**src/rtl/serial_port_defs.vh**
```
`ifndef SERIAL_PORT_DEFS_VH
`define SERIAL_PORT_DEFS_VH

// Register byte offsets
`define OFS_CONTROL 8'h00
`define OFS_DATA 8'h04
`define OFS_CONFIG 8'h08
`define OFS_EVENT_STATUS 8'h0c
`define OFS_EVENT_MASK 8'h10

// Control register field positions
`define CTL_RX_DONE 0
`define CTL_TX_DONE 1
`define CTL_RX_NINTH 2
`define CTL_TX_NINTH 3
`define CTL_RX_ENABLE 4
`define CTL_MP_STOPCHECK 5
`define CTL_MODE_HIGH 6
`define CTL_MODE_LOW 7

// Config register field positions
`define CFG_FRAME_DETECT 0
`define CFG_BAUD_DOUBLE 1

// Event status and mask bits
`define EVT_RX_DONE 0
`define EVT_TX_DONE 1
`define EVT_FRAME_ERR 2
`define EVT_COUNT 3

// Reset values
`define CONTROL_RESET 8'h00
`define DATA_RESET 8'h00

// Bit periods, in system clocks for modes 0 and 2, in baud ticks for modes 1 and 3
`define M0_SLOW_PERIOD 7'h0c
`define M0_FAST_PERIOD 7'h04
`define M2_SLOW_PERIOD 7'h40
`define M2_FAST_PERIOD 7'h20
`define M13_SLOW_PERIOD 7'h40
`define M13_FAST_PERIOD 7'h10
`define PERIOD_WIDTH 7

`endif

```
**src/rtl/serial_port_control_unit.v**
```verilog
// Behaviour
// - Any reset clears the whole control register to zero.
// - Mode 0: receive-done sets at end of the eighth data bit.
// - Mode 1: receive-done sets after stop bit sample, gated by stop-check bit.
// - Modes 2 and 3: receive-done sets after sampling the ninth bit.
// - Receive-done stays set until software clears it.
// - Transmit-done sets after last data bit, held until software clears.
// - Modes 2 and 3: ninth received bit stored in its field.
// - Mode 1 with stop-check off: ninth-bit field holds the stop bit.
// - Modes 2 and 3: transmit-ninth-bit field sent as ninth bit.
// - Receiver enable off disables reception; on enables modes 1 to 3.
// - Mode 0: setting receiver enable starts one synchronous byte reception.
// - Mode 1 with stop-check on: frame with bad stop bit is discarded.
// - Modes 2/3 multiprocessor: ninth bit zero gives no receive-done, no interrupt.
// - Mode 0 shift clock is system clock over 12, or over 4.
// - Mode bits high,low: 00 mode 0, 10 mode 1, 01 mode 2, 11 mode 3.
// - With frame detect on, low mode bit becomes a sticky framing-error flag.
// - Separate transmit and receive buffers share one data location.
`include "serial_port_defs.vh"

module serial_port_control_unit (
	// Clock and reset
	input wire sys_clk,
	input wire rstn,
	// APB slave
	input wire psel,
	input wire penable,
	input wire pwrite,
	input wire [7:0] paddr,
	input wire [31:0] pwdata,
	output reg [31:0] prdata,
	output reg pready,
	output reg pslverr,
	// Serial line
	input wire baudTick,
	input wire rxdIn,
	output reg rxdOut_ff,
	output reg rxdOe_ff,
	output reg txd_ff,
	// Interrupts
	output reg serialIrq_ff,
	output wire irq
);
	localparam TX_IDLE = 5'b00001;
	localparam TX_START = 5'b00010;
	localparam TX_DATA = 5'b00100;
	localparam TX_NINTH = 5'b01000;
	localparam TX_STOP = 5'b10000;
	localparam RX_IDLE = 5'b00001;
	localparam RX_START = 5'b00010;
	localparam RX_DATA = 5'b00100;
	localparam RX_NINTH = 5'b01000;
	localparam RX_STOP = 5'b10000;

	// Control register fields
	reg rxDone_ff, txDone_ff, rxNinth_ff, txNinth_ff, rxEnable_ff, mpStopCheck_ff;
	reg modeHigh_ff, modeLow_ff, frameErr_ff;
	// Config
	reg frameDetect_ff, baudDouble_ff;
	// Buffers
	reg [7:0] txBuf_ff, rxBuf_ff, rxShift_ff;
	reg [4:0] txState_ff, rxState_ff;
	reg [3:0] txCount_ff, rxCount_ff;
	reg txLine_ff, shiftClk_ff, rxPrev_ff, txRestart_ff, rxRestart_ff;
	reg rxDoneSet, txDoneSet, frameErrSet;
	wire [`EVT_COUNT-1:0] evtStatus, evtMask;

	// Bus decode; one wait state gives the read mux a full cycle
	wire apbAccess = psel & penable;
	wire apbDone = apbAccess & pready;
	wire apbWr = apbDone & pwrite;
	wire ctrlWr = apbWr & (paddr == `OFS_CONTROL);
	wire dataWr = apbWr & (paddr == `OFS_DATA);
	wire cfgWr = apbWr & (paddr == `OFS_CONFIG);
	wire evtClrWr = apbWr & (paddr == `OFS_EVENT_STATUS);
	wire evtMaskWr = apbWr & (paddr == `OFS_EVENT_MASK);
	wire addrHit = (paddr == `OFS_CONTROL) | (paddr == `OFS_DATA) | (paddr == `OFS_CONFIG) |
		(paddr == `OFS_EVENT_STATUS) | (paddr == `OFS_EVENT_MASK);

	// Mode decode
	wire isMode0 = ~modeHigh_ff & ~modeLow_ff;
	wire isMode1 = modeHigh_ff & ~modeLow_ff;
	wire isMode2 = ~modeHigh_ff & modeLow_ff;
	wire nineBit = modeLow_ff;
	wire baudMode = ~isMode0 & ~isMode2;

	reg [`PERIOD_WIDTH-1:0] bitPeriod;
	always @* begin
		if (isMode0) begin
			bitPeriod = mpStopCheck_ff ? `M0_FAST_PERIOD : `M0_SLOW_PERIOD;
		end else if (isMode2) begin
			bitPeriod = baudDouble_ff ? `M2_FAST_PERIOD : `M2_SLOW_PERIOD;
		end else begin
			bitPeriod = baudDouble_ff ? `M13_FAST_PERIOD : `M13_SLOW_PERIOD;
		end
	end
	wire stepEn = baudMode ? baudTick : 1'b1;

	wire txMid, txBit, txHalf, rxMid, rxBit, rxHalf;
	bit_timer #(.W(`PERIOD_WIDTH)) txTimer (
		.sys_clk(sys_clk),
		.rstn(rstn),
		.restart(txRestart_ff),
		.stepEn(stepEn),
		.period(bitPeriod),
		.midTick(txMid),
		.bitTick(txBit),
		.secondHalf(txHalf)
	);
	bit_timer #(.W(`PERIOD_WIDTH)) rxTimer (
		.sys_clk(sys_clk),
		.rstn(rstn),
		.restart(rxRestart_ff),
		.stepEn(stepEn),
		.period(bitPeriod),
		.midTick(rxMid),
		.bitTick(rxBit),
		.secondHalf(rxHalf)
	);

	event_flags #(.N(`EVT_COUNT)) events (
		.sys_clk(sys_clk),
		.rstn(rstn),
		.setEvt({frameErrSet, txDoneSet, rxDoneSet}),
		.clrWr(evtClrWr),
		.maskWr(evtMaskWr),
		.wrData(pwdata[`EVT_COUNT-1:0]),
		.status_ff(evtStatus),
		.mask_ff(evtMask),
		.irq_ff(irq)
	);

	wire txIdle = (txState_ff == TX_IDLE);
	wire rxIdle = (rxState_ff == RX_IDLE);
	wire renRise = ctrlWr & pwdata[`CTL_RX_ENABLE] & ~rxEnable_ff;
	wire txStart = dataWr & txIdle & rxIdle;
	wire m0Rx = isMode0 & ~rxIdle;
	wire m0Tx = isMode0 & ~txIdle;

	// APB slave
	always @(posedge sys_clk) begin
		if (!rstn) begin
			pready <= 1'b0;
			pslverr <= 1'b0;
			prdata <= 32'h0000_0000;
		end else begin
			pready <= apbAccess & ~pready;
			pslverr <= apbAccess & ~pready & ~addrHit;
			if (apbAccess & ~pready & ~pwrite) begin
				case (paddr)
					`OFS_CONTROL: prdata <= {24'h00_0000,
						frameDetect_ff ? frameErr_ff : modeLow_ff, modeHigh_ff,
						mpStopCheck_ff, rxEnable_ff, txNinth_ff, rxNinth_ff,
						txDone_ff, rxDone_ff};
					`OFS_DATA: prdata <= {24'h00_0000, rxBuf_ff};
					`OFS_CONFIG: prdata <= {30'h0000_0000, baudDouble_ff, frameDetect_ff};
					`OFS_EVENT_STATUS: prdata <= {29'h0000_0000, evtStatus};
					`OFS_EVENT_MASK: prdata <= {29'h0000_0000, evtMask};
					default: prdata <= 32'h0000_0000;
				endcase
			end
		end
	end

	// Control register; hardware set wins over a software clear in the same cycle
	always @(posedge sys_clk) begin
		if (!rstn) begin
			{modeLow_ff, modeHigh_ff, mpStopCheck_ff, rxEnable_ff} <= 4'h0;
			{txNinth_ff, txDone_ff, rxDone_ff, frameErr_ff} <= 4'h0;
			frameDetect_ff <= 1'b0;
			baudDouble_ff <= 1'b0;
		end else begin
			rxDone_ff <= rxDoneSet | (ctrlWr ? pwdata[`CTL_RX_DONE] : rxDone_ff);
			txDone_ff <= txDoneSet | (ctrlWr ? pwdata[`CTL_TX_DONE] : txDone_ff);
			frameErr_ff <= frameErrSet |
				((ctrlWr & frameDetect_ff) ? pwdata[`CTL_MODE_LOW] : frameErr_ff);
			if (ctrlWr) begin
				txNinth_ff <= pwdata[`CTL_TX_NINTH];
				rxEnable_ff <= pwdata[`CTL_RX_ENABLE];
				mpStopCheck_ff <= pwdata[`CTL_MP_STOPCHECK];
				modeHigh_ff <= pwdata[`CTL_MODE_HIGH];
				if (!frameDetect_ff) begin
					modeLow_ff <= pwdata[`CTL_MODE_LOW];
				end
			end
			if (cfgWr) begin
				frameDetect_ff <= pwdata[`CFG_FRAME_DETECT];
				baudDouble_ff <= pwdata[`CFG_BAUD_DOUBLE];
			end
		end
	end

	// Transmitter
	always @(posedge sys_clk) begin
		txDoneSet <= 1'b0;
		txRestart_ff <= 1'b0;
		if (!rstn) begin
			txState_ff <= TX_IDLE;
			txBuf_ff <= `DATA_RESET;
			txCount_ff <= 4'h0;
			txLine_ff <= 1'b1;
			rxdOut_ff <= 1'b1;
			rxdOe_ff <= 1'b0;
			txDoneSet <= 1'b0;
		end else begin
			case (txState_ff)
				TX_IDLE: begin
					if (txStart) begin
						txBuf_ff <= pwdata[7:0];
						txCount_ff <= 4'h0;
						txRestart_ff <= 1'b1;
						if (isMode0) begin
							rxdOut_ff <= pwdata[0];
							rxdOe_ff <= 1'b1;
							txState_ff <= TX_DATA;
						end else begin
							txLine_ff <= 1'b0;
							txState_ff <= TX_START;
						end
					end
				end
				TX_START: begin
					if (txBit) begin
						txLine_ff <= txBuf_ff[0];
						txState_ff <= TX_DATA;
					end
				end
				TX_DATA: begin
					if (txBit) begin
						txCount_ff <= txCount_ff + 4'h1;
						txBuf_ff <= {1'b1, txBuf_ff[7:1]};
						if (txCount_ff == 4'h7) begin
							if (isMode0) begin
								rxdOe_ff <= 1'b0;
								rxdOut_ff <= 1'b1;
								txDoneSet <= 1'b1;
								txState_ff <= TX_IDLE;
							end else if (nineBit) begin
								txLine_ff <= txNinth_ff;
								txState_ff <= TX_NINTH;
							end else begin
								txLine_ff <= 1'b1;
								txDoneSet <= 1'b1;
								txState_ff <= TX_STOP;
							end
						end else if (isMode0) begin
							rxdOut_ff <= txBuf_ff[1];
						end else begin
							txLine_ff <= txBuf_ff[1];
						end
					end
				end
				TX_NINTH: begin
					if (txBit) begin
						txLine_ff <= 1'b1;
						txDoneSet <= 1'b1;
						txState_ff <= TX_STOP;
					end
				end
				TX_STOP: begin
					if (txBit) begin
						txState_ff <= TX_IDLE;
					end
				end
				default: txState_ff <= TX_IDLE;
			endcase
		end
	end

	// Receiver
	always @(posedge sys_clk) begin
		rxDoneSet <= 1'b0;
		frameErrSet <= 1'b0;
		rxRestart_ff <= 1'b0;
		if (!rstn) begin
			rxState_ff <= RX_IDLE;
			rxShift_ff <= 8'h00;
			rxBuf_ff <= `DATA_RESET;
			rxCount_ff <= 4'h0;
			rxNinth_ff <= 1'b0;
			rxPrev_ff <= 1'b1;
		end else begin
			rxPrev_ff <= rxdIn;
			case (rxState_ff)
				RX_IDLE: begin
					rxCount_ff <= 4'h0;
					if (isMode0 & renRise & txIdle) begin
						rxRestart_ff <= 1'b1;
						rxState_ff <= RX_DATA;
					end else if (~isMode0 & rxEnable_ff & rxPrev_ff & ~rxdIn) begin
						rxRestart_ff <= 1'b1;
						rxState_ff <= RX_START;
					end
				end
				RX_START: begin
					// A start bit that is high again at mid bit was a glitch
					if (rxMid & rxdIn) begin
						rxState_ff <= RX_IDLE;
					end else if (rxBit) begin
						rxState_ff <= RX_DATA;
					end
				end
				RX_DATA: begin
					// Mode 0 samples at bit end: the pin clock lags the timer by two registers
					if (isMode0 ? rxBit : rxMid) begin
						rxShift_ff <= {rxdIn, rxShift_ff[7:1]};
						rxCount_ff <= rxCount_ff + 4'h1;
					end
					if (rxBit & (rxCount_ff == (isMode0 ? 4'h7 : 4'h8))) begin
						if (isMode0) begin
							rxBuf_ff <= {rxdIn, rxShift_ff[7:1]};
							rxDoneSet <= 1'b1;
							rxState_ff <= RX_IDLE;
						end else if (nineBit) begin
							rxState_ff <= RX_NINTH;
						end else begin
							rxState_ff <= RX_STOP;
						end
					end
				end
				RX_NINTH: begin
					if (rxMid & ~(mpStopCheck_ff & ~rxdIn)) begin
						rxBuf_ff <= rxShift_ff;
						rxNinth_ff <= rxdIn;
						rxDoneSet <= 1'b1;
					end
					if (rxBit) begin
						rxState_ff <= RX_STOP;
					end
				end
				RX_STOP: begin
					if (rxMid) begin
						frameErrSet <= frameDetect_ff & ~rxdIn;
						if (isMode1 & ~(mpStopCheck_ff & ~rxdIn)) begin
							rxBuf_ff <= rxShift_ff;
							rxNinth_ff <= rxdIn;
							rxDoneSet <= 1'b1;
						end
						rxState_ff <= RX_IDLE;
					end
				end
				default: rxState_ff <= RX_IDLE;
			endcase
		end
	end

	// Line outputs; mode 0 shift clock idles high and is low in each bit's first half
	always @(posedge sys_clk) begin
		if (!rstn) begin
			shiftClk_ff <= 1'b1;
			txd_ff <= 1'b1;
			serialIrq_ff <= 1'b0;
		end else begin
			shiftClk_ff <= ~((m0Tx & ~txHalf) | (m0Rx & ~rxHalf));
			txd_ff <= isMode0 ? shiftClk_ff : txLine_ff;
			serialIrq_ff <= rxDone_ff | txDone_ff;
		end
	end
endmodule

```
**src/rtl/bit_timer.v**
```verilog
module bit_timer #(
	parameter W = 7
) (
	// Clock and reset
	input wire sys_clk,
	input wire rstn,
	// Control
	input wire restart,
	input wire stepEn,
	input wire [W-1:0] period,
	// Timing pulses
	output wire midTick,
	output wire bitTick,
	output wire secondHalf
);
	reg [W-1:0] count_ff;
	wire [W-1:0] lastCount = period - {{(W-1){1'b0}}, 1'b1};
	wire [W-1:0] halfCount = {1'b0, period[W-1:1]};

	assign bitTick = stepEn & ~restart & (count_ff == lastCount);
	assign midTick = stepEn & ~restart & (count_ff == halfCount - {{(W-1){1'b0}}, 1'b1});
	assign secondHalf = (count_ff >= halfCount);

	always @(posedge sys_clk) begin
		if (!rstn || restart) begin
			count_ff <= {W{1'b0}};
		end else if (bitTick) begin
			count_ff <= {W{1'b0}};
		end else if (stepEn) begin
			count_ff <= count_ff + {{(W-1){1'b0}}, 1'b1};
		end
	end
endmodule

```
**src/rtl/event_flags.v**
```verilog
module event_flags #(
	parameter N = 3
) (
	// Clock and reset
	input wire sys_clk,
	input wire rstn,
	// Hardware events
	input wire [N-1:0] setEvt,
	// Software access
	input wire clrWr,
	input wire maskWr,
	input wire [N-1:0] wrData,
	// State
	output reg [N-1:0] status_ff,
	output reg [N-1:0] mask_ff,
	output reg irq_ff
);
	// A new event in the clearing cycle survives
	wire [N-1:0] nxt_status = setEvt | (status_ff & ~(clrWr ? wrData : {N{1'b0}}));

	always @(posedge sys_clk) begin
		if (!rstn) begin
			status_ff <= {N{1'b0}};
			mask_ff <= {N{1'b0}};
			irq_ff <= 1'b0;
		end else begin
			status_ff <= nxt_status;
			if (maskWr) begin
				mask_ff <= wrData;
			end
			irq_ff <= |(status_ff & mask_ff);
		end
	end
endmodule

```
**config.mk**
```make
export PLATFORM = sky130hd
export DESIGN_NAME = serial_port_control_unit
export DESIGN_NICKNAME = d
export VERILOG_FILES = /design/src/rtl/serial_port_control_unit.v /design/src/rtl/bit_timer.v /design/src/rtl/event_flags.v
export VERILOG_INCLUDE_DIRS = /design/src /design/src/rtl
export SDC_FILE = /design/constraint.sdc
export NUM_CORES = 1
export LEC_CHECK = 0
export BUFFER_PORTS_ARGS = -buffer_cell sky130_fd_sc_hd__buf_2
export CORE_UTILIZATION = 57
export CTS_CLUSTER_SIZE = 12
export DETAILED_ROUTE_END_ITERATION = 8
export GPL_TIMING_DRIVEN = 1
export MAX_ROUTING_LAYER = met4
export PLACE_DENSITY = 0.8
export SLEW_MARGIN = 20
export SYNTH_ARGS = -nofsm -noshare
export SYNTH_HDL_FRONTEND = slang
export SYNTH_SLANG_ARGS = --single-unit
```
**constraint.sdc**
```tcl
create_clock -name sys_clk -period 2.4 [get_ports sys_clk]
set_input_delay 0.12 -clock sys_clk [delete_from_list [all_inputs] [get_ports sys_clk]]
set_output_delay 0.12 -clock sys_clk [all_outputs]
set_load 0.02 [all_outputs]
```
==> impl_metrics.sql <==
INSERT INTO impl_metrics (metric_group, metric, value, unit) VALUES
('pwr', 'sequentialPowerShare', '0.492', ''),
('yosys', 'synth_edf_count', '0', ''),
('yosys', 'synth_area_per_cell', '8.589', 'um2'),
('global_routing', 'first_global_vias', '4265', ''),
('detailed_routing', 'routed-via-count', '4648', ''),
('clock_network', 'cts_hold_buffers', '0', ''),
('run', 'max_cap_viol_count', '0', ''),
('clock_network', 'ctsRootBufferMaster', 'sky130_fd_sc_hd__clkbuf_8', ''),
('finish', 'final_design_area_no_fill', '5889', 'um2'),
('clock_network', 'clkSinkCount', '96', ''),
('pwr', 'internal_power_consumption', '2.404', 'mW'),
('clock_network', 'tritoncts.num_buffers', '9', ''),
('global_routing', 'grt_util_all_layers', '0.2627', ''),
('setup_path', 'worst-endpoint-required', '2.66', 'ns'),
('finish', 'layout.cells.most_common_list', 'sky130_fd_sc_hd__dfxtp_1, sky130_fd_sc_hd__nor2_1, sky130_fd_sc_hd__nand2_1', ''),
('yosys', 'ys_seq_area_frac', '0.3557', ''),
('detailed_routing', 'routedWlPerCell', '15.57', 'um'),
('yosys', 'synth_cells', '629', ''),
('floorplan', 'die_w', '99.36', 'um'),
('sta', 'finalWorstPathRequiredPeriod', '2.301', 'ns'),
('global_routing', 'grt_overflow', '0', ''),
('pwr', 'irDropWorstVdd', '0.3014', 'mV'),
('yosys', 'synthFlopType', 'sky130_fd_sc_hd__dfxtp_1', ''),
('sta', 'finalMaxSlewViolations', '0', ''),
('detailed_routing', 'drcViolationCount', '0', ''),
('clock_network', 'cts.path.max_buffers', '2', ''),
('clock_network', 'tritoncts', 'built', ''),
('global_routing', 'global_route_wire_length_before_repair', '20330', 'um'),
('finish', 'drive_above_1_share', '0.1976', ''),
('setup_path', 'end_kind', 'register', ''),
('floorplan', 'core_area', '9196', 'um2'),
('global_routing', 'grt-busiest-layer', 'met2', ''),
('detailed_routing', 'route.final.wire_length', '12210', 'um'),
('floorplan', 'initial_utilization', '0.5875', ''),
('detailed_routing', 'drtPass1Iterations', '5', ''),
('detailed_routing', 'drt-initial-drc-count', '264', ''),
('yosys', 'ys_types', '83', ''),
('floorplan', 'die_footprint', '9871', 'um2'),
('setup_path', 'timing.critical_path.cells', 'or3_4, a21boi_4, o311ai_4, nand3_2, o21a_1, or3_1, mux2_4', ''),
('setup_path', 'worstPathArrival', '2.56', 'ns'),
('detailed_routing', 'residual_antenna_violating_net_count_after_detailed_routing', '0', ''),
('sta', 'rsz_0062_raised_after_global_routing', 'no', ''),
('global_routing', 'grt.met3_usage', '0.03092', ''),
('clock_network', 'htree_num_levels', '3', ''),
('yosys', 'syn-cell-area', '5403', 'um2'),
('detailed_routing', 'vias_per_cell', '5.929', ''),
('floorplan', 'design.portCount', '86', ''),
('pwr', 'combinationalPowerShare', '0.178', ''),
('setup_path', 'critPathLaunchType', 'register', ''),
('sta', 'clk_skew', '0.01154', 'ns'),
('floorplan', 'die_height', '99.36', 'um'),
('placement', 'finalWeightedCongestion', '0.9692', ''),
('finish', 'finish.net_count', '727', ''),
('setup_path', 'timing.critical_path.slowest_stage_cell', 'sky130_fd_sc_hd__or3_4', ''),
('setup_path', 'critPathBufInv', '0', ''),
('clock_network', 'worst_setup_hold_path_clk_slew', '0.11', 'ns'),
('sta', 'fin_tns_setup', '0', 'ns'),
('finish', 'final-instance-count-excl-fill', '784', ''),
('global_routing', 'number_of_antenna_violations_at_the_first_check_in_global_routing', '0', ''),
('pwr', 'report.power.total', '3.479', 'mW'),
('sta', 'setup_viols_final', '0', ''),
('placement', 'post_placement_cell_count', '768', ''),
('sta', 'post-route-period-util', '0.9589', ''),
('floorplan', 'rows', '35', ''),
('sta', 'finalHoldViolations', '0', ''),
('pwr', 'cellLeakagePower', '2.376', 'nW'),
('outcome', 'status', 'finished clean', ''),
('yosys', 'yosys_register_bits', '96', ''),
('global_routing', 'met1_usage', '0.3335', ''),
('setup_path', 'critical_path.max_stage_delay', '0.43', 'ns'),
('setup_path', 'worst_setup_path_category', 'register to register', '');
flip-flops by register name, indices dropped and copies added (netlist names), 3 cells and up:
| register | cells |
|---|---|
| prdata | 8 |
| rxBuf_ff | 8 |
| rxShift_ff | 8 |
| txBuf_ff | 8 |
| rxTimer.count_ff | 7 |
| txTimer.count_ff | 7 |
| rxState_ff | 5 |
| txState_ff | 5 |
| rxCount_ff | 4 |
| txCount_ff | 4 |
| events.mask_ff | 3 |
| events.status_ff | 3 |
synthesized netlist by cell type, types with 3 or more instances:
cell	n	area, um2
sky130_fd_sc_hd__nand2_1	67	251.5
sky130_fd_sc_hd__xnor2_1	8	70.07
sky130_fd_sc_hd__inv_1	9	33.78
sky130_fd_sc_hd__o21ai_0	21	105.1
sky130_fd_sc_hd__o211ai_1	4	30.03
sky130_fd_sc_hd__xor2_1	8	70.07
sky130_fd_sc_hd__o31ai_1	3	22.52
sky130_fd_sc_hd__nor2_1	74	277.8
sky130_fd_sc_hd__a31oi_1	3	18.77
sky130_fd_sc_hd__buf_2	5	25.02
sky130_fd_sc_hd__a221oi_1	4	35.03
sky130_fd_sc_hd__o21a_1	4	30.03
sky130_fd_sc_hd__a311oi_1	8	70.07
sky130_fd_sc_hd__or3_1	7	43.79
sky130_fd_sc_hd__nand2b_1	17	106.4
sky130_fd_sc_hd__nor4_1	3	18.77
sky130_fd_sc_hd__buf_4	27	202.7
sky130_fd_sc_hd__dfxtp_1	96	1922
sky130_fd_sc_hd__a21oi_1	28	140.1
sky130_fd_sc_hd__mux2i_1	35	350.3
sky130_fd_sc_hd__nand3b_1	7	52.55
sky130_fd_sc_hd__a2111oi_0	3	26.28
sky130_fd_sc_hd__buf_6	3	33.78
sky130_fd_sc_hd__or2_1	3	18.77
sky130_fd_sc_hd__mux2_2	16	180.2
sky130_fd_sc_hd__nor3_1	20	100.1
sky130_fd_sc_hd__nand4_1	11	68.82
sky130_fd_sc_hd__nand3_1	26	130.1
sky130_fd_sc_hd__clkbuf_1	24	90.09
sky130_fd_sc_hd__nor2b_1	7	43.79
sky130_fd_sc_hd__ha_1	12	150.1
sky130_fd_sc_hd__nor2_2	3	18.77
metrics by stage:
step	util	hold slack, ns	worst slack (ns)
3_3_place_gp	0.6161	0.3826	0.1171
5_1_grt	0.6404	0.03610	0.002677
2_1_floorplan	-	0.2560	0.2299
3_5_place_dp	0.6161	0.4057	0.08619
4_1_cts	0.6393	0.01734	0.07627
6_report	0.6404	0.02280	0.09858
cells by family after synthesis:
group | Yosys count | synth area share
AO/OA/AOI/OAI | 103 | 0.1376
XOR/XNOR | 16 | 0.02594
adder cells (fa/ha/maj) | 12 | 0.02779
buffers and inverters | 72 | 0.07712
flip-flops | 96 | 0.3557
multiplexers | 54 | 0.1093
other | 1 | 0.0006941
AND/OR/NAND/NOR | 275 | 0.2659
layout make-up:
cell class	count	area, um2
tap	111	138.9
timing repair buffer	67	410.4
fill	768	3307
inverter	10	37.54
multi-input combinational	484	3167
clock buffer	9	123.9
sequential	96	1922
clock inverter	7	90.09
worst reg2reg max path, cell delays in order (launching register included):
cell and delay, ns:
sky130_fd_sc_hd__dfxtp_1 0.36, sky130_fd_sc_hd__or3_4 0.43, sky130_fd_sc_hd__a21boi_4 0.16, sky130_fd_sc_hd__o311ai_4 0.33
sky130_fd_sc_hd__nand3_2 0.13, sky130_fd_sc_hd__o21a_1 0.16, sky130_fd_sc_hd__or3_1 0.33, sky130_fd_sc_hd__mux2_4 0.30
power groups by stage:
stage          registers [mW]  logic (mW)  clock network [mW]
2_1_floorplan            1.73       0.458                   0
3_3_place_gp             1.74       0.589                   0
3_5_place_dp             1.75       0.607                   0
4_1_cts                  1.71       0.612                1.16
5_1_grt                  1.72       0.695                1.24
6_report                 1.71       0.619                1.15
final timing paths:
check	start	endpoint	slack, ns	depth (start not counted)
worst max-delay path	modeLow_ff	rxCount_ff[3]	0.1	7
worst min-delay path	pwdata[3]	txNinth_ff	0.02	3
worst max register to register	modeLow_ff	rxCount_ff[3]	0.1	7
worst min register to register	prdata[7]	prdata[7]	0.46	2
routing by layer:
layer  vias up  routed length [um]  share of wire
met5         -                   0              0
met4         0                 195          0.016
met3        20                 619          0.051
met2       141                5977           0.49
met1      2230                5415           0.44
li1       2257                   -              -
what timing repair did:
action,CTS,global route
resized for setup,0,4
endpoints found under the hold margin,0,0
buffers inserted,0,0
setup endpoints to repair,0,8
Power figures use the tool's default switching activity.
